$ cat src/logic/cpc_consts.vh
/*
 Constants for the card punch controller: instruction field positions,
 director function bits, status word bit positions and timing counts.
 Assumes inclusion by the design files only; holds definitions only.
*/
`ifndef CPC_CONSTS_VH
`define CPC_CONSTS_VH

// Q register fields
`define CPC_Q_DIR0        0
`define CPC_Q_DIR1        1
`define CPC_Q_ST_LO       5
`define CPC_Q_ST_HI       6
`define CPC_Q_EQ_LSB      7
`define CPC_Q_EQ_MSB      10
`define CPC_Q_W_LSB       11
`define CPC_Q_W_MSB       15

// Director function bits
`define CPC_FN_CLR_CTL    0
`define CPC_FN_CLR_INT    1
`define CPC_FN_DATA_IRQ   2
`define CPC_FN_CC_IRQ     3
`define CPC_FN_ALM_IRQ    4
`define CPC_FN_FEED       7
`define CPC_FN_OFFSET     8

// Controller status word bits
`define CPC_S1_READY      0
`define CPC_S1_BUSY       1
`define CPC_S1_INT        2
`define CPC_S1_DATA       3
`define CPC_S1_CC         4
`define CPC_S1_ALARM      5
`define CPC_S1_PROT       7
`define CPC_S1_ERR        8

// Punch status word bits
`define CPC_S2_HOPPER     0
`define CPC_S2_PERR       7
`define CPC_S2_STBY       8
`define CPC_S2_INHIBIT    9

// Card geometry and timing
`define CPC_LAST_COLUMN   7'h50
`define CPC_BUSY_DROP_NS  100
`define CPC_SYNC_IDLE     12'h04E
`define CPC_FIFO_DEPTH    4
`define CPC_FIFO_AW       2

`endif

$ cat src/logic/cpc_fifo.v
/*
 Small synchronous FIFO with valid/ready on both sides.
 Assumes one clock and an asynchronous active-low reset.
*/
`timescale 1ns/1ps
module cpc_fifo #(
   parameter WIDTH = 12,
   parameter DEPTH = 4,
   parameter AW    = 2
) (
   input  wire             clk,
   input  wire             rst_n,
   input  wire             flush,
   input  wire [WIDTH-1:0] in_data,
   input  wire             in_valid,
   output wire             in_ready,
   output reg  [WIDTH-1:0] out_data,
   output wire             out_valid,
   input  wire             out_ready
);
   reg  [WIDTH-1:0] mem_r [0:DEPTH-1];
   reg  [AW-1:0]    wp_r;
   reg  [AW-1:0]    rp_r;
   reg  [AW:0]      cnt_r;
   wire             push;
   wire             pop;

   // Honest full and empty from the fill count
   assign in_ready  = (cnt_r != DEPTH[AW:0]);
   assign out_valid = (cnt_r != {(AW+1){1'b0}});
   assign push      = in_valid & in_ready;
   assign pop       = out_valid & out_ready;

   // Head word is read combinationally from the array
   always @* begin
      out_data = mem_r[rp_r];
   end

   // Pointers and count; flush empties the queue
   always @(posedge clk or negedge rst_n) begin
      if (!rst_n) begin
         wp_r  <= {AW{1'b0}};
         rp_r  <= {AW{1'b0}};
         cnt_r <= {(AW+1){1'b0}};
      end else if (flush) begin
         wp_r  <= {AW{1'b0}};
         rp_r  <= {AW{1'b0}};
         cnt_r <= {(AW+1){1'b0}};
      end else begin
         if (push) begin
            wp_r <= wp_r + 1'b1;
         end
         if (pop) begin
            rp_r <= rp_r + 1'b1;
         end
         if (push & ~pop) begin
            cnt_r <= cnt_r + 1'b1;
         end else if (pop & ~push) begin
            cnt_r <= cnt_r - 1'b1;
         end
      end
   end

   // Storage
   always @(posedge clk) begin
      if (push) begin
         mem_r[wp_r] <= in_data;
      end
   end
endmodule // cpc_fifo

$ cat src/logic/cpc_top.v
/*
 Card punch controller: decodes host instructions on the A/Q bus, keeps
 controller status, drives punch rows and interrupt responses.
 Assumes a host that presents q/a with a one-cycle read or write strobe,
 and a punch mechanism whose status lines are asynchronous to sys_clk.
*/
`timescale 1ns/1ps
`include "cpc_consts.vh"

// Behaviour
// Clear controller resets all, subordinate to A02-A08
// Clears run when not ready if alone
// Clear interrupt resets requests; new requests win
// Data interrupt: request and data status
// Card complete interrupt after accepted request
// Alarm interrupt, immediate if alarm exists
// Three responses plus their OR
// Feed starts cycle, suppresses card complete midcard
// Offset passed at once, cleared by acknowledge
// Status one accepted always, unused bits zero
// Ready is AND of punch conditions
// Busy from first column to column 80
// Interrupt status bit follows responses
// Data status set, cleared, re-set per column
// Card complete at column 80 or not-ready
// Alarm on not-ready, inhibit or punch error; code alarms on echo mismatch and never on punch_error
// Error on echo check mismatch
// Status two reports punch conditions
// Inhibit refuses punch data and feed
// External reject conditions
// Internal reject: silent on address mismatch
// Equipment field must match jumpers
// Protect jumper refuses unprotected writes
// Station code must be Q05=0, Q06=1
// Punch data rows from A00-A11
// Mixed function word rejected whole
// One outcome; state changes only on reply
module cpc_top (
   input  wire        sys_clk,
   input  wire        nrst,
   input  wire [15:0] q_bus,
   input  wire [15:0] a_in,
   input  wire        wr_strobe,
   input  wire        rd_strobe,
   input  wire        prot_instr,
   output reg  [15:0] a_out,
   output reg         reply,
   output reg         ext_reject,
   input  wire [3:0]  equip_jumper,
   input  wire        protect_jumper,
   input  wire        card_in_station,
   input  wire        punch_power,
   input  wire        punch_online,
   input  wire        stacker_full,
   input  wire        punch_jam,
   input  wire        interlock_closed,
   input  wire        hopper_empty,
   input  wire        punch_error,
   input  wire        punch_inhibit,
   input  wire        col_done,
   input  wire        feed_ack,
   input  wire        echo_mismatch,
   output reg  [11:0] punch_row_line,
   output reg         punch_strobe,
   output reg         feed_cmd,
   output reg         offset_cmd,
   output reg         data_int,
   output reg         card_complete_int,
   output reg         alarm_int,
   output wire        common_int
);
   reg         rst_s1_r;
   reg         rst_n;
   reg  [11:0] sy1_r;
   reg  [11:0] sy2_r;
   wire        ready;
   wire        inhibit_s;
   reg         busy_r;
   reg         data_st_r;
   reg         cc_st_r;
   reg         alarm_st_r;
   reg         err_st_r;
   reg         data_irq_r;
   reg         cc_irq_r;
   reg         alm_irq_r;
   reg         in_card_r;
   reg  [6:0]  col_cnt_r;
   reg  [6:0]  sent_cnt_r;
   reg         trunc_r;
   reg         pend_r;
   reg         col_done_d_r;
   wire        col_edge;
   wire        addr_ok;
   wire        is_rd;
   wire        is_wr;
   wire        op_data;
   wire        op_func;
   wire        op_s1;
   wire        op_s2;
   wire        fn_other;
   reg         accept;
   reg         xrej;
   wire        f_clrc;
   wire        f_clri;
   wire        f_feed;
   wire        data_acc;
   wire [11:0] fifo_q;
   wire        fifo_v;
   wire        fifo_rdy;
   wire        fifo_pop;
   wire        cc_set;
   wire        clr_all;
   wire        notready_fall;
   reg         ready_d_r;

   // Reset release through two flip-flops
   always @(posedge sys_clk or negedge nrst) begin
      if (!nrst) begin
         rst_s1_r <= 1'b0;
         rst_n    <= 1'b0;
      end else begin
         rst_s1_r <= 1'b1;
         rst_n    <= rst_s1_r;
      end
   end

   // Punch status pins pass two flip-flops
   always @(posedge sys_clk or negedge rst_n) begin
      if (!rst_n) begin
         sy1_r <= `CPC_SYNC_IDLE;
         sy2_r <= `CPC_SYNC_IDLE;
      end else begin
         sy1_r <= {hopper_empty, echo_mismatch, col_done, punch_inhibit, punch_error,
                   interlock_closed, punch_jam, stacker_full, punch_online,
                   punch_power, card_in_station, feed_ack};
         sy2_r <= sy1_r;
      end
   end

   assign ready     = sy2_r[1] & sy2_r[2] & sy2_r[3] & ~sy2_r[4]
                      & ~sy2_r[5] & sy2_r[6];
   assign inhibit_s = sy2_r[8];
   assign col_edge  = sy2_r[9] & ~col_done_d_r;

   // Instruction decode
   assign addr_ok  = (q_bus[`CPC_Q_EQ_MSB:`CPC_Q_EQ_LSB] == equip_jumper)
                     & ~q_bus[`CPC_Q_ST_LO] & q_bus[`CPC_Q_ST_HI]
                     & (q_bus[`CPC_Q_W_MSB:`CPC_Q_W_LSB] == 5'h00);
   assign is_rd    = rd_strobe & addr_ok;
   assign is_wr    = wr_strobe & addr_ok;
   assign op_data  = is_wr & ~q_bus[`CPC_Q_DIR0] & ~q_bus[`CPC_Q_DIR1];
   assign op_func  = is_wr & q_bus[`CPC_Q_DIR0] & ~q_bus[`CPC_Q_DIR1];
   assign op_s1    = is_rd & q_bus[`CPC_Q_DIR0] & ~q_bus[`CPC_Q_DIR1];
   assign op_s2    = is_rd & q_bus[`CPC_Q_DIR0] & q_bus[`CPC_Q_DIR1];
   assign fn_other = |a_in[`CPC_FN_OFFSET:`CPC_FN_DATA_IRQ];

   // Accept or external reject, exactly one per addressed strobe
   always @* begin
      accept = 1'b0;
      xrej   = 1'b0;
      if (is_rd) begin
         if (!q_bus[`CPC_Q_DIR0]) begin
            xrej = 1'b1;
         end else begin
            accept = 1'b1;
         end
      end else if (is_wr) begin
         if (q_bus[`CPC_Q_DIR1]) begin
            xrej = 1'b1;
         end else if (protect_jumper & ~prot_instr) begin
            xrej = 1'b1;
         end else if (op_data) begin
            xrej   = ~data_st_r | inhibit_s | ~fifo_rdy;
            accept = ~xrej;
         end else begin
            // Whole word refused if any part is refused
            xrej   = (fn_other & ~ready)
                     | (a_in[`CPC_FN_FEED] & inhibit_s);
            accept = ~xrej;
         end
      end
   end

   assign f_clrc   = accept & op_func & a_in[`CPC_FN_CLR_CTL];
   assign f_clri   = accept & op_func & a_in[`CPC_FN_CLR_INT];
   assign f_feed   = accept & op_func & a_in[`CPC_FN_FEED];
   assign data_acc = accept & op_data;
   assign clr_all  = f_clrc;

   // Rows queued toward the punch
   cpc_fifo #(
      .WIDTH (12),
      .DEPTH (`CPC_FIFO_DEPTH),
      .AW    (`CPC_FIFO_AW)
   ) u_fifo (
      .clk       (sys_clk),
      .rst_n     (rst_n),
      .flush     (clr_all),
      .in_data   (a_in[11:0]),
      .in_valid  (data_acc),
      .in_ready  (fifo_rdy),
      .out_data  (fifo_q),
      .out_valid (fifo_v),
      .out_ready (fifo_pop)
   );
   assign fifo_pop = fifo_v & ~pend_r & ready & ~inhibit_s;

   assign cc_set        = col_edge & pend_r & ~trunc_r
                          & (col_cnt_r == `CPC_LAST_COLUMN - 7'h01);
   assign notready_fall = ready_d_r & ~ready & in_card_r;

   // Host answer registers
   always @(posedge sys_clk or negedge rst_n) begin
      if (!rst_n) begin
         reply      <= 1'b0;
         ext_reject <= 1'b0;
         a_out      <= 16'h0000;
      end else begin
         reply      <= accept;
         ext_reject <= xrej;
         if (op_s1 & accept) begin
            a_out <= {7'h00, err_st_r, protect_jumper, 1'b0, alarm_st_r,
                      cc_st_r, data_st_r, common_int, busy_r, ready};
         end else if (op_s2 & accept) begin
            a_out <= {6'h00, inhibit_s, ~sy2_r[3], sy2_r[7], 6'h00,
                      sy2_r[11]};
         end
      end
   end

   // Controller and interrupt state
   always @(posedge sys_clk or negedge rst_n) begin
      if (!rst_n) begin
         busy_r       <= 1'b0;
         data_st_r    <= 1'b1;
         cc_st_r      <= 1'b0;
         alarm_st_r   <= 1'b0;
         err_st_r     <= 1'b0;
         data_irq_r   <= 1'b0;
         cc_irq_r     <= 1'b0;
         alm_irq_r    <= 1'b0;
         in_card_r    <= 1'b0;
         col_cnt_r    <= 7'h00;
         sent_cnt_r   <= 7'h00;
         trunc_r      <= 1'b0;
         pend_r       <= 1'b0;
         col_done_d_r <= 1'b0;
         ready_d_r    <= 1'b0;
         punch_row_line <= 12'h000;
         punch_strobe <= 1'b0;
         feed_cmd     <= 1'b0;
         offset_cmd   <= 1'b0;
         data_int     <= 1'b0;
         card_complete_int <= 1'b0;
         alarm_int    <= 1'b0;
      end else begin
         col_done_d_r <= sy2_r[9];
         ready_d_r    <= ready;
         punch_strobe <= 1'b0;
         // Clears first; later requests in the same word override
         if (f_clrc | f_clri) begin
            data_irq_r <= 1'b0;
            cc_irq_r   <= 1'b0;
            alm_irq_r  <= 1'b0;
            data_int   <= 1'b0;
            card_complete_int <= 1'b0;
            alarm_int  <= 1'b0;
         end
         if (f_clrc) begin
            busy_r     <= 1'b0;
            data_st_r  <= ready;
            cc_st_r    <= 1'b0;
            alarm_st_r <= 1'b0;
            err_st_r   <= 1'b0;
            in_card_r  <= 1'b0;
            col_cnt_r  <= 7'h00;
            sent_cnt_r <= 7'h00;
            trunc_r    <= 1'b0;
            pend_r     <= 1'b0;
            feed_cmd   <= 1'b0;
            offset_cmd <= 1'b0;
         end
         // Interrupt requests, subordinate clears lose
         if (accept & op_func & a_in[`CPC_FN_DATA_IRQ]) begin
            data_irq_r <= 1'b1;
         end
         if (accept & op_func & a_in[`CPC_FN_CC_IRQ]) begin
            cc_irq_r <= 1'b1;
         end
         if (accept & op_func & a_in[`CPC_FN_ALM_IRQ]) begin
            alm_irq_r <= 1'b1;
         end
         if (accept & op_func & a_in[`CPC_FN_OFFSET]) begin
            offset_cmd <= 1'b1;
         end else if (sy2_r[0]) begin
            offset_cmd <= 1'b0;
         end
         // Feed: new card, clears card status
         if (f_feed) begin
            feed_cmd   <= 1'b1;
            data_st_r  <= 1'b0;
            cc_st_r    <= 1'b0;
            alarm_st_r <= 1'b0;
            err_st_r   <= 1'b0;
            data_int   <= 1'b0;
            card_complete_int <= 1'b0;
            alarm_int  <= 1'b0;
            if (in_card_r) begin
               trunc_r <= 1'b1;
            end
         end else if (feed_cmd & sy2_r[0]) begin
            feed_cmd   <= 1'b0;
            data_st_r  <= ~inhibit_s;
            col_cnt_r  <= 7'h00;
            sent_cnt_r <= 7'h00;
            trunc_r    <= 1'b0;
            in_card_r  <= 1'b0;
         end
         // Punch data taken
         if (data_acc) begin
            data_st_r  <= 1'b0;
            data_int   <= 1'b0;
            busy_r     <= 1'b1;
            in_card_r  <= 1'b1;
            sent_cnt_r <= sent_cnt_r + 7'h01;
         end
         // Column to the punch
         if (fifo_pop) begin
            punch_row_line <= fifo_q;
            punch_strobe   <= 1'b1;
            pend_r         <= 1'b1;
         end
         if (col_edge & pend_r) begin
            pend_r    <= 1'b0;
            col_cnt_r <= col_cnt_r + 7'h01;
            if (sy2_r[10]) begin
               err_st_r   <= 1'b1;
               alarm_st_r <= 1'b1;
            end
            if (cc_set) begin
               cc_st_r   <= 1'b1;
               busy_r    <= 1'b0;
               in_card_r <= 1'b0;
            end else if (trunc_r & (col_cnt_r + 7'h01 == sent_cnt_r)) begin
               busy_r <= 1'b0;
            end else if (!trunc_r & !feed_cmd & !data_acc) begin
               data_st_r <= 1'b1;
            end
         end
         // Punch lost while a card is in process
         if (notready_fall | (inhibit_s & in_card_r)) begin
            alarm_st_r <= 1'b1;
            busy_r     <= 1'b0;
            in_card_r  <= 1'b0;
            if (notready_fall) begin
               cc_st_r <= 1'b1;
            end
         end
         if (!ready | inhibit_s) begin
            data_st_r <= 1'b0;
            busy_r    <= 1'b0;
         end
         // Responses from requests and status
         if (data_irq_r & data_st_r & ~data_acc & ~f_feed & ~f_clrc & ~f_clri) begin
            data_int <= 1'b1;
         end
         if (cc_irq_r & cc_set) begin
            card_complete_int <= 1'b1;
         end
         if (alm_irq_r & alarm_st_r & ~f_feed & ~f_clrc & ~f_clri) begin
            alarm_int <= 1'b1;
         end
      end
   end

   assign common_int = data_int | card_complete_int | alarm_int;
endmodule // cpc_top

$ cat config.mk
export PLATFORM = sky130hd
export DESIGN_NAME = cpc_top
export DESIGN_NICKNAME = d
export VERILOG_FILES = /design/src/logic/cpc_fifo.v /design/src/logic/cpc_top.v
export VERILOG_INCLUDE_DIRS = /design/src /design/src/logic
export SDC_FILE = /design/constraint.sdc
export NUM_CORES = 1
export LEC_CHECK = 0
export BUFFER_PORTS_ARGS = -buffer_cell sky130_fd_sc_hd__buf_2
export CORE_MARGIN = 2
export CORE_UTILIZATION = 51
export DETAILED_ROUTE_END_ITERATION = 10
export GPL_TIMING_DRIVEN = 1
export PLACE_DENSITY = 0.76
export SLEW_MARGIN = 30
export SYNTH_ARGS = -nofsm -noshare
export SYNTH_HDL_FRONTEND = slang
export SYNTH_SLANG_ARGS = --single-unit
$ cat constraint.sdc
create_clock -name sys_clk -period 2.6 [get_ports sys_clk]
set_input_delay 0.52 -clock sys_clk [delete_from_list [all_inputs] [get_ports sys_clk]]
set_output_delay 0.52 -clock sys_clk [all_outputs]
set_load 0.05 [all_outputs]
Word-level counts from Yosys, hierarchy flattened --
Memory sizes are Yosys's and may differ from the RTL's. A register that Yosys moved wholly into a read port is not among the register bits. Cells that the tools add are included.
Word-level totals: flip-flop bits (word level) 84, memories kept 1, word-level logic and storage cells 242, output and inout port bits 37, bits in writable memories 48, input port bits 54
Memory list:
- u_fifo.mem_r | depth 4, bits a word 12, rd ports 1, clocked after memory_dff 1, wr ports 1, line cpc_fifo.v:21 | reg [WIDTH-1:0] mem_r [0:DEPTH-1];
Operators by class: bitwise logic cells 89, muxes and demuxes 90, add/subtract/negate cells 6, equality and inequality tests 4, reductions and logical operators 21
Operator list (number):
- two-way mux 1 bit | 73
- bitwise AND 1 bit | 59
- two-way mux 7 bit | 8
- two-way mux 16 bit | 2
- NOT 1 bit | 22
- nonzero test 3 bit | 7
- adder 7 x 1 -> 7 bit (second input constant) | 2
- nonzero test 2 bit | 6
- two-way mux 3 bit | 3
- two-way mux 2 bit | 4
- bitwise OR 1 bit | 8
- equality test 7 bit | 1
- equality test 7 bit (second input constant) | 1
- OR reduction 7 bit | 1
- logical NOT 1 bit | 5
- logical NOT 5 bit | 1
- adder 2 x 1 -> 2 bit (second input constant) | 2
- equality test 4 bit | 1
- nonzero test 4 bit | 1
- adder 3 x 1 -> 3 bit (second input constant) | 1
- inequality test 3 bit (second input constant) | 1
- subtractor 3 x 1 -> 3 bit (second input constant) | 1

Depth between registers and ports, before layout --
Gate-level depths: netlist of run 1.
word-level depth 25, gate-level depth with buffers 12, mapped depth without buffers 10

Cells and area by module --
From an unflattened synthesis of run 1, not the netlist that was laid out.
Unflattened totals: cell total of the unflattened synthesis 444, area, all modules 5823.1 sq um
Modules (own cells, without submodules):
- cpc_top | times used 1, area each 3585.9 sq um, cells each 334
- cpc_fifo | times used 1, area each 2237.1 sq um, cells each 110

Least setup slack after synthesis of run 1 --
Ideal clock, no wire load.
path kind flip-flop to flip-flop, from reg sy2_r[6], to reg u_fifo.cnt_r[2], setup slack -0.426 ns, arrival time 2.907 ns, clock period less this slack 3.026 ns, stages on the path, launching flop included 11, required time 2.481 ns, cells stage by stage dfstp_2 or3b_2 nor4_1 buf_2 buf_2 nor2_1 fa_1 or2_2 mux2i_1 xnor2_1 nor2_1
RTL lines:
- start: declaration | line cpc_top.v:75 | reg [11:0] sy2_r;
- start signal: assignment | line cpc_top.v:131 | sy2_r <= `CPC_SYNC_IDLE;
- start signal: assignment | line cpc_top.v:136 | sy2_r <= sy1_r;
- bitwise AND 1 bit (*) | line cpc_top.v:141 | & ~sy2_r[5] & sy2_r[6];
- bitwise AND 1 bit (*) (2 in series) | line cpc_top.v:206 | assign fifo_pop = fifo_v & ~pend_r & ready & ~inhibit_s;
- via fifo_pop | line cpc_top.v:110 | wire fifo_pop;
- bitwise AND 1 bit (*) | line cpc_fifo.v:32 | assign pop = out_valid & out_ready;
- NOT 1 bit | line cpc_fifo.v:56 | if (push & ~pop) begin
- bitwise AND 1 bit | line cpc_fifo.v:56
- two-way mux 3 bit | line cpc_fifo.v:56
- two-way mux 3 bit | line cpc_fifo.v:45 | end else if (flush) begin
- end signal: assignment | line cpc_fifo.v:44 | cnt_r <= {(AW+1){1'b0}};
- end signal: assignment | line cpc_fifo.v:48 | cnt_r <= {(AW+1){1'b0}};
- end signal: assignment | line cpc_fifo.v:57 | cnt_r <= cnt_r + 1'b1;
- end: declaration | line cpc_fifo.v:24 | reg [AW:0] cnt_r;
The timed path passes the listed nets; every way through them passes the cells marked *. A chain may end at the register's enable or synchronous reset.

Worst setup path in the final report of run 1 --
from reg sy2_r[6], to reg u_fifo.cnt_r[2]
On the way: cells in the longest elaborated chain, start to end 15
RTL lines:
- bitwise AND 1 bit (*) | line cpc_top.v:141
- NOT 1 bit | line cpc_top.v:177 | xrej = (fn_other & ~ready)
- bitwise AND 1 bit | line cpc_top.v:177
- bitwise OR 1 bit | line cpc_top.v:177
- NOT 1 bit | line cpc_top.v:179 | accept = ~xrej;
- two-way mux 1 bit | line cpc_top.v:172 | end else if (op_data) begin
- two-way mux 1 bit | line cpc_top.v:170 | end else if (protect_jumper & ~prot_instr) begin
- two-way mux 1 bit | line cpc_top.v:168 | if (q_bus[`CPC_Q_DIR1]) begin
- two-way mux 1 bit | line cpc_top.v:167 | end else if (is_wr) begin
- two-way mux 1 bit | line cpc_top.v:161 | if (is_rd) begin
- bitwise AND 1 bit | line cpc_top.v:187 | assign data_acc = accept & op_data;
- bitwise AND 1 bit | line cpc_fifo.v:31 | assign push = in_valid & in_ready;
- bitwise AND 1 bit / NOT 1 bit (equally long branches) | line cpc_fifo.v:56, cpc_fifo.v:58
- two-way mux 3 bit / bitwise AND 1 bit (equally long branches) | line cpc_fifo.v:56, cpc_fifo.v:58
- two-way mux 3 bit / nonzero test 3 bit (equally long branches)
Every way passes the cells marked *; elsewhere a longest branch is shown, timed or not.

==> results of run 1 <==
cell usage after synthesis, types with 8 or more instances:
library cell  count
a21oi_1           8
buf_4             8
clkbuf_1         11
dfrtp_1          80
dfstp_2           9
edfxtp_1         48
inv_1            18
mux2_2           13
mux4_2           12
nand2_1          30
nand2b_1          8
nand3_1          11
nor2_1           25
nor3_1           14
nor4_1            8
o21ai_0          28
xnor2_1          17
worst reg2reg max path, cell delays in order (launching register included):
cell and delay, ps:
dfstp_2 520, or3b_4 410, nor4_4 340, nor2_4 50
fa_2 350, or2_2 300, mux2i_1 170, xnor2_1 150
nor2_1 50
metal layers:
metal,vias up,wire length [um],share of wire (%)
met4,0,205,1.7
met2,116,6280,53
met3,16,589,4.9
li1,1803,-,-
met5,-,0,0
met1,1933,4870,41
state kept, by name (all words and copies together), names as in the netlist, 2 cells and up:
register	cells
u_fifo.mem_r	48
u_fifo.cnt_r	3
u_fifo.wp_r	2
punch_row_line	12
a_out	9
sy1_r	12
sy2_r	12
col_cnt_r	7
u_fifo.rp_r	2
sent_cnt_r	7
repair_timing:
| item | in CTS | in global routing |
|---|---|---|
| hold buffers | 1 | 0 |
| endpoints found under the setup margin | 0 | 1 |
| endpoints found under the hold margin | 2 | 0 |
| resized for setup | 0 | 1 |
report_power, final:
part / switching (uW) / leakage, uW / internal [uW]
logic: 404 / 0.00122 / 342
clock network: 874 / 0.000280 / 1500
registers: 152 / 0.00153 / 2380
total: 1430 / 0.00303 / 4220
path summary, 6_finish.rpt:
| path | start | to | depth (start not counted) |
|---|---|---|---|
| worst max register to register | sy2_r[6] | u_fifo.cnt_r[2] | 8 |
| worst min register to register | sy1_r[10] | sy2_r[10] | 0 |
| min in group asynchronous | rst_n | a_out[0] | 0 |
| worst max-delay path | sy2_r[6] | u_fifo.cnt_r[2] | 8 |
| max in group asynchronous | rst_n | sy2_r[1] | 1 |
| worst min-delay path | card_in_station | sy1_r[1] | 1 |
cell usage in the layout (no fill, tap or decap), types with 5 or more instances in the layout:
cell	instances
buf_4	29
and3_1	6
edfxtp_1	48
ha_1	6
o21ai_0	28
dfrtp_1	79
conb_1	8
nor3_1	14
nor2_1	24
buf_12	5
nand3_1	11
buf_2	76
inv_1	18
xnor2_1	17
and2_1	6
nand2_1	30
nand2b_1	8
clkbuf_16	17
dfstp_2	9
nor4_1	7
mux4_2	12
a21oi_1	8
mux2_2	13
final cells by class:
class | count | area (um^2) | share of cell area (%)
clock inverters | 13 | 153 | 2.11
multi-input cells | 267 | 2000 | 27.7
flip-flops and latches | 137 | 3680 | 51.0
well taps | 140 | 175 | 2.43
repair buffers | 111 | 708 | 9.81
inverters | 18 | 67.6 | 0.936
clock buffers | 19 | 433 | 6.00
through the flow:
| stage | total power, uW | instance area (um^2) | hold WS [ps] |
|---|---|---|---|
| 3_3_place_gp | 3280 | 6620 | 305 |
| 4_1_cts | 5710 | 7220 | 179 |
| 6_report | 5650 | 7220 | 203 |
| 3_5_place_dp | 3320 | 6620 | 308 |
| 5_1_grt | 5890 | 7220 | 177 |
| 2_1_floorplan | 3110 | 5890 | 224 |
cell families (layout without fill, tap and decap cells):
logic type               count (synthesis)  after routing  synth area share, %
XOR/XNOR                                19             19                 2.87
buffers and inverters                   40            161                 3.28
AND/OR/NAND/NOR                        136            136                 12.3
flip-flops                             137            137                 63.4
adder cells (fa/ha/maj)                  7              7                 1.64
other                                    2              8                0.129
AO/OA/AOI/OAI                           68             68                 8.54
multiplexers                            29             29                 7.87
==> impl_metrics.ini, run 1 <==
[synth]
async_reset_ff_share_pct = 65.0
syn-cell-area_mm2 = 0.00580
yosysTopAreaCell = dfrtp_1
synth_seq_area_share_pct = 63.4
synth.top_cell.area_share_pct = 34.5
synth_edf_count = 48
avgSynthCellArea_um2 = 13.2
syn_inst = 438
ys_ff_latch = 137
synth_flop_cell = dfrtp_1
synthTopCellsByArea = dfrtp_1, edfxtp_1, mux4_2
ys.warnings.count = 0
yosys.cell_types.count = 61

[worst_setup_path]
critPathCaptureType = flip-flop
path_max_fanout = 3
r2r_setup_slack_ps = 140
cpMaxStageDelayCell = dfstp_2
cp-start-kind = flip-flop
required_ps = 2900
path_class = reg -> reg
critical_path_arrival_ps = 2760
path_buf_inv = 0
slowest_delay_ps = 520
crit_chain = or3b_4 -> nor4_4 -> nor2_4 -> fa_2 -> or2_2 -> mux2i_1 -> xnor2_1 -> nor2_1
path_delay_family = simple AND/OR/NAND/NOR gates

[clock_network]
cts-buffers-inserted = 17
clock_path_buffers = 2
cts_root_buffer = clkbuf_16
post_cts_buffers = 0
clk_pin_slew_worst_paths_ps = 60
clk_latency_ps = 410
cts-htree-levels = 4
cts_tree = done
cts_sinks = 137

[timing]
finalHoldViolations = 0
layout_setup_ws_ps = 144
worstMarginPinSlew_ps = 689
period_needed_ps = 2460
timing.fmax_ghz = 0.407
slew_headroom_pct = 54.0
fin_crit_sh_pct = 94.5
maxSlewViolCount = 0
fin_skew_ps = 5.71
tns_ps = 0
setup_viol = 0

[global_route]
met3_usage_pct = 5.96
grt_pass1_vias = 4030
grt_pass1_wl_um = 19500
gr-total-overflow = 0
gr-usage-met2_pct = 35.6
globalRouteTotalUtil_pct = 20.6
antenna_found_initial = 0
top_usage_layer = met2
grt_util_met1_pct = 24.5
grt_max_degree = 51

[power_and_ir_drop]
irDropWorstVdd_v = 0.000707
p_leak_uw = 0.00303
power.density_mw_per_mm2 = 782

[floorplan]
die_w_um = 111
start_util_pct = 52.8
core-area_mm2 = 0.0110
design.die.area_mm2 = 0.0122
rows = 38
die_h_um = 111
ios = 91

[finish]
drive_above_1_share_pct = 34.5
synthToLayoutAreaGrowth_pct = 24.4
num_antenna_cells = 0
layout.cells.non_filler = 705
fillers = 763
nets = 613
final_core_util_pct = 65.7

[placed_design]
gp_congestion = 0.876
port_buffers = 76
pre_cts_ws_ps = -78.3
hpwlAfterDp_um = 8360
dp_cells = 672

[routing]
drc = 0
routed_wl_um = 11900
drtAntennaViolNets = 0
first_iter_violations = 181
dr_total_vias = 3868
firstDrtPassIters = 4
routedWlPerCell_um = 16.9
viasPerCell = 5.49

[run]
drv_cap = 0

[run_status]
status = completed

[min_path]
worstHoldPathType = in -> reg
Note: power is estimated with default switching activity, not from simulation.
==> run 2: changes to the inputs <==
--- a/config.mk
+++ b/config.mk
@@ -11,6 +11,7 @@
 export CORE_UTILIZATION = 51
 export DETAILED_ROUTE_END_ITERATION = 10
 export GPL_TIMING_DRIVEN = 1
+export MAX_ROUTING_LAYER = met4
 export PLACE_DENSITY = 0.76
 export SLEW_MARGIN = 30
 export SYNTH_ARGS = -nofsm -noshare
==> constraint.sdc (replaced) <==
create_clock -name sys_clk -period 2.25 [get_ports sys_clk]
set_input_delay 0.45 -clock sys_clk [delete_from_list [all_inputs] [get_ports sys_clk]]
set_output_delay 0.45 -clock sys_clk [all_outputs]
set_load 0.05 [all_outputs]
==> run 2 against run 1 <==
Design area increased by 1.9%; critical path type unchanged; largest power group unchanged; clock skew rose by 1.4 ps; largest cell class unchanged; critical endpoint unchanged; final cell count increased by 1.8%; the run now ends with setup timing left; worst hold slack lost 71 ps; first-iteration DRC count is 23% higher; highest routed layer unchanged.
==> impl_metrics.ini, run 2 (synthesis results as in run 1) <==
[clock_network]
cts-htree-levels = 4
clk_latency_ps = 420
cts_root_buffer = clkbuf_16
clk_pin_slew_worst_paths_ps = 50
clock_path_buffers = 2
cts-buffers-inserted = 17
cts_tree = done
cts_sinks = 137

[finish]
num_antenna_cells = 0
fillers = 753
top_register = u_fifo.mem_r
seqCellArea_mm2 = 0.00368
drive_above_1_share_pct = 39.4
mostFrequentLayoutCell = dfrtp_1
largest_register_ffs = 48
layout.cells.non_filler = 718
multiInputGateArea_mm2 = 0.00209
synthToLayoutAreaGrowth_pct = 26.8
final_cell_mix = dfrtp_1, buf_2, edfxtp_1
nets = 626
final_core_util_pct = 67.0

[worst_setup_path]
path_class = reg -> reg
cpMaxStageDelayCell = dfstp_2
path_buf_inv = 0
slowest_delay_ps = 520
cp-start-kind = flip-flop
critical_path_arrival_ps = 2630
path_delay_family = simple AND/OR/NAND/NOR gates
path_max_fanout = 3
critPathCaptureType = flip-flop
crit_chain = or3b_4 -> nor4_4 -> nor2_4 -> fa_2 -> or2_4 -> mux2i_1 -> xnor2_1 -> nor2_1
required_ps = 2550

[floorplan]
ios = 91
die_h_um = 111
rows = 38
design.die.area_mm2 = 0.0122
die_w_um = 111
start_util_pct = 52.8
core-area_mm2 = 0.0110

[power_and_ir_drop]
p_int_uw = 4710
seqPwrFrac_pct = 45.5
p_sw_uw = 1700
p_leak_uw = 0.00309
power.density_mw_per_mm2 = 872
irDropWorstVdd_v = 0.000673
clkPwrFrac_pct = 40.0
p_comb_share_pct = 14.6
power_switching_share_pct = 26.6

[timing]
setup_viol = 10
fin_skew_ps = 7.10
maxSlewViolCount = 0
whs_ps = 132
period_needed_ps = 2330
slew_headroom_pct = 59.3
fin_crit_sh_pct = 104
worstMarginPinSlew_ps = 595
finalHoldViolations = 0
layout_setup_ws_ps = -79.9
timing.fmax_ghz = 0.429
rsz0062_at_grt = yes
tns_ps = -287

[run]
drv_cap = 0

[min_path]
worstHoldPathType = in -> reg

[placed_design]
port_buffers = 76
gp_congestion = 0.976
hpwlAfterDp_um = 8420
pre_cts_ws_ps = -403
dp_cells = 682

[global_route]
grt_max_degree = 62
globalRouteTotalUtil_pct = 22.3
grt_pass1_wl_um = 20500
grt_pass1_vias = 4198
antenna_found_initial = 0
gr-total-overflow = 0

[run_status]
status = finished with violations
violations = setup timing

[routing]
first_iter_violations = 223
routedWlPerCell_um = 17.8
routed_wl_um = 12800
firstDrtPassIters = 5
dr_total_vias = 3993
drtAntennaViolNets = 0
viasPerCell = 5.56
drc = 0
==> run 2: cell count changes in the layout (fill, tap and decap cells not counted), moves of 3 or more <==
cell      before  now
nor3_2         0    3
and2_1         6    3
o21ai_0       28   19
buf_6          0    4
buf_4         29   40
clkinv_2       2    7
nor3_1        14   11
and2_4         0    3
clkinv_1       3    0
o21ai_1        0    9
==> run 2: final timing paths <==
kind                             startpoint         endpoint  slack, ps  cells past startpoint
worst max-delay path               sy2_r[6]  u_fifo.cnt_r[2]        -80                      8
worst min-delay path            punch_power         sy1_r[2]        130                      1
worst max register to register     sy2_r[6]  u_fifo.cnt_r[2]        -80                      8
worst min register to register        rst_n         a_out[0]        260                      0
max in group asynchronous             rst_n         sy1_r[1]       1300                      1
min in group asynchronous             rst_n         a_out[0]        260                      0
==> run 2: layer usage <==
metal  GRT usage (%)  vias to the layer above  wire length, um
li1                -                     1836                -
met1            26.0                     2012             5020
met2            37.1                      115             6890
met5               -                        -                0
met4            9.67                        0              313
met3            5.25                       30              524
==> run 2: cell type report <==
cell class / count / share of cell area (%)
Multi-Input combinational cell: 267 / 28.4
Clock inverter: 13 / 1.41
Timing Repair Buffer: 124 / 10.8
Clock buffer: 19 / 6.02
Tap cell: 140 / 2.38
Sequential cell: 137 / 50.1
Inverter: 18 / 0.918
==> run 2: per-stage QoR <==
stage,area [um^2],total power [uW]
6_report,7360,6410
5_1_grt,7360,6660
4_1_cts,7270,6450
3_5_place_dp,6680,3870
3_3_place_gp,6680,3820
2_1_floorplan,5910,3590
==> run 2: timing repair <==
item                                    4_1_cts  5_1_grt
gates resized for setup                       9       13
endpoints found under the setup margin       24       33
setup buffers                                 0        3
hold buffers                                  1        0
pin swaps                                     2        5
endpoints found under the hold margin         2        0
==> run 2: power by group through the flow <==
| stage | clock, uW | sequential [uW] | combinational [uW] |
|---|---|---|---|
| final | 2560 | 2920 | 933 |
| after global routing | 2710 | 2940 | 1010 |
| after CTS | 2600 | 2920 | 932 |
| after detailed placement | 0 | 2960 | 909 |
| after global placement | 0 | 2940 | 875 |
| after floorplan | 0 | 3040 | 556 |
==> run 3: changes to the inputs <==
--- a/config.mk
+++ b/config.mk
@@ -8,11 +8,12 @@
 export LEC_CHECK = 0
 export BUFFER_PORTS_ARGS = -buffer_cell sky130_fd_sc_hd__buf_2
 export CORE_MARGIN = 2
-export CORE_UTILIZATION = 51
+export CORE_UTILIZATION = 56
 export DETAILED_ROUTE_END_ITERATION = 10
 export GPL_TIMING_DRIVEN = 1
 export MAX_ROUTING_LAYER = met4
-export PLACE_DENSITY = 0.76
+export PLACE_DENSITY = 0.79
+export SKIP_LAST_GASP = 1
 export SLEW_MARGIN = 30
 export SYNTH_ARGS = -nofsm -noshare
 export SYNTH_HDL_FRONTEND = slang
==> constraint.sdc (replaced) <==
create_clock -name sys_clk -period 2.3 [get_ports sys_clk]
set_input_delay 0.46 -clock sys_clk [delete_from_list [all_inputs] [get_ports sys_clk]]
set_output_delay 0.46 -clock sys_clk [all_outputs]
set_load 0.05 [all_outputs]
==> run 3 against run 2 <==
The flow still finishes with violations (setup timing); clock skew grew 0.96 ps; largest power group unchanged; total power decreased by 1.4%; register-to-register slack about the same; global-route usage up 2.9 points; critical path depth unchanged; non-clock buffer count up 4; design area grew 0.87%; die area down 8.6%; highest routed layer unchanged; critical path type unchanged; worst hold slack worse by 100 ps; setup slack improved by 8.7 ps; clock-buffer cell count down 2; sequential share of layout area decreased by 0.43 points.
==> impl_metrics.ini, run 3 (synthesis results as in run 1) <==
[routing]
routedWlPerCell_um = 18.1
routed_wl_um = 13000
firstDrtPassIters = 5
dr_total_vias = 4079
drtAntennaViolNets = 0
drc = 0
viasPerCell = 5.68
first_iter_violations = 343

[finish]
drive_above_1_share_pct = 41.1
top_register = u_fifo.mem_r
mostFrequentLayoutCell = dfrtp_1
largest_register_ffs = 48
num_antenna_cells = 0
final_cell_mix = dfrtp_1, buf_2, edfxtp_1
final_core_util_pct = 72.9
nets = 630
synthToLayoutAreaGrowth_pct = 27.9

[run]
drv_cap = 0

[timing]
fin_crit_sh_pct = 103
slew_headroom_pct = 57.4
worstMarginPinSlew_ps = 639
finalHoldViolations = 0
fin_skew_ps = 8.06
setup_viol = 16
rsz0062_at_grt = yes
maxSlewViolCount = 0
whs_ps = 28.9
layout_setup_ws_ps = -71.2
timing.fmax_ghz = 0.422
period_needed_ps = 2370

[clock_network]
cts-htree-levels = 4
clk_latency_ps = 530
clk_pin_slew_worst_paths_ps = 60
clock_path_buffers = 2
cts_tree = done
cts-buffers-inserted = 17
cts_sinks = 137
cts_root_buffer = clkbuf_8

[floorplan]
core-area_mm2 = 0.0102
die_h_um = 106
ios = 91
rows = 37
die_w_um = 106
design.die.area_mm2 = 0.0112
start_util_pct = 57.0

[global_route]
gr-total-overflow = 0
grt_pass1_vias = 4073
grt_pass1_wl_um = 20700
globalRouteTotalUtil_pct = 25.2
antenna_found_initial = 0
grt_max_degree = 48

[power_and_ir_drop]
irDropWorstVdd_v = 0.000456
power.total_uw = 6320
p_leak_uw = 0.00313
power.density_mw_per_mm2 = 852

[run_status]
status = finished with violations
violations = setup timing

[min_path]
worstHoldPathType = in -> reg

[worst_setup_path]
r2r_setup_slack_ps = -70
path_max_fanout = 7
critPathCaptureType = flip-flop
path_delay_family = compound AO/OA/AOI/OAI gates
required_ps = 2740
cp-start-kind = flip-flop
cpMaxStageDelayCell = dfstp_2
slowest_delay_ps = 530
crit_chain = or3b_4 -> buf_6 -> o21a_4 -> o311ai_4 -> buf_4 -> and3_4 -> o21ai_4 -> o31ai_2
path_buf_inv = 2
critical_path_arrival_ps = 2810
path_class = reg -> reg

[placed_design]
hpwlAfterDp_um = 8750
port_buffers = 76
gp_congestion = 0.958
-- run 3: repair_timing --
item	4_1_cts	5_1_grt
setup endpoints to repair	27	30
hold endpoints to repair	2	0
cloned	0	0
pin swaps	7	5
hold buffers	1	0
resized for setup	17	16
setup buffers	3	2
-- run 3: stage by stage --
stage / TNS [ps] / instances / setup WS [ps] / cell area, um^2
floorplan: -976 / 444 / -240 / 5910
global placement: -9810 / 680 / -312 / 6710
detailed placement: -14010 / 680 / -359 / 6710
CTS: -357 / 716 / -121 / 7340
global route: -2020 / 718 / -135 / 7420
finish: -448 / 718 / -71.2 / 7420
-- run 3: routing by layer --
metal	vias up	global-route usage, %	part of all wire, %
met3	43	5.75	7.1
met2	206	41.1	51
met1	1975	30.8	39
met5	-	-	0
met4	0	9.96	2.5
li1	1855	-	-
-- run 3: path summary, 6_finish.rpt --
| path | start | endpoint | cells past startpoint |
|---|---|---|---|
| min in group asynchronous | nrst | rst_n | 2 |
| setup / recovery | sy2_r[6] | col_cnt_r[6] | 8 |
| setup reg to reg | sy2_r[6] | col_cnt_r[6] | 8 |
| hold / removal | card_in_station | sy1_r[1] | 1 |
| hold reg to reg | rst_n | sy1_r[7] | 0 |
| max in group asynchronous | rst_n | sy1_r[2] | 1 |
-- run 3: power by group --
| part | total, uW | switching [uW] | leakage [uW] | internal (uW) |
|---|---|---|---|---|
| clock network | 2510 | 1140 | 0.000266 | 1370 |
| logic | 933 | 492 | 0.00133 | 441 |
| registers | 2880 | 189 | 0.00153 | 2690 |
| total | 6320 | 1820 | 0.00313 | 4500 |
-- run 3: cell type report --
class	instances	area [um^2]
Tap cell	136	170
Timing Repair Buffer	128	835
Sequential cell	137	3680
Clock inverter	15	134
Inverter	18	67.6
Fill cell	635	2760
Multi-Input combinational cell	267	2120
Clock buffer	17	414
-- run 3: worst register-to-register path, cell delays in order, from the launching register on --
cell      delay (ps)
dfstp_2          530
or3b_4           400
buf_6            140
o21a_4           200
o311ai_4         250
buf_4            180
and3_4           240
o21ai_4          120
o31ai_2          240
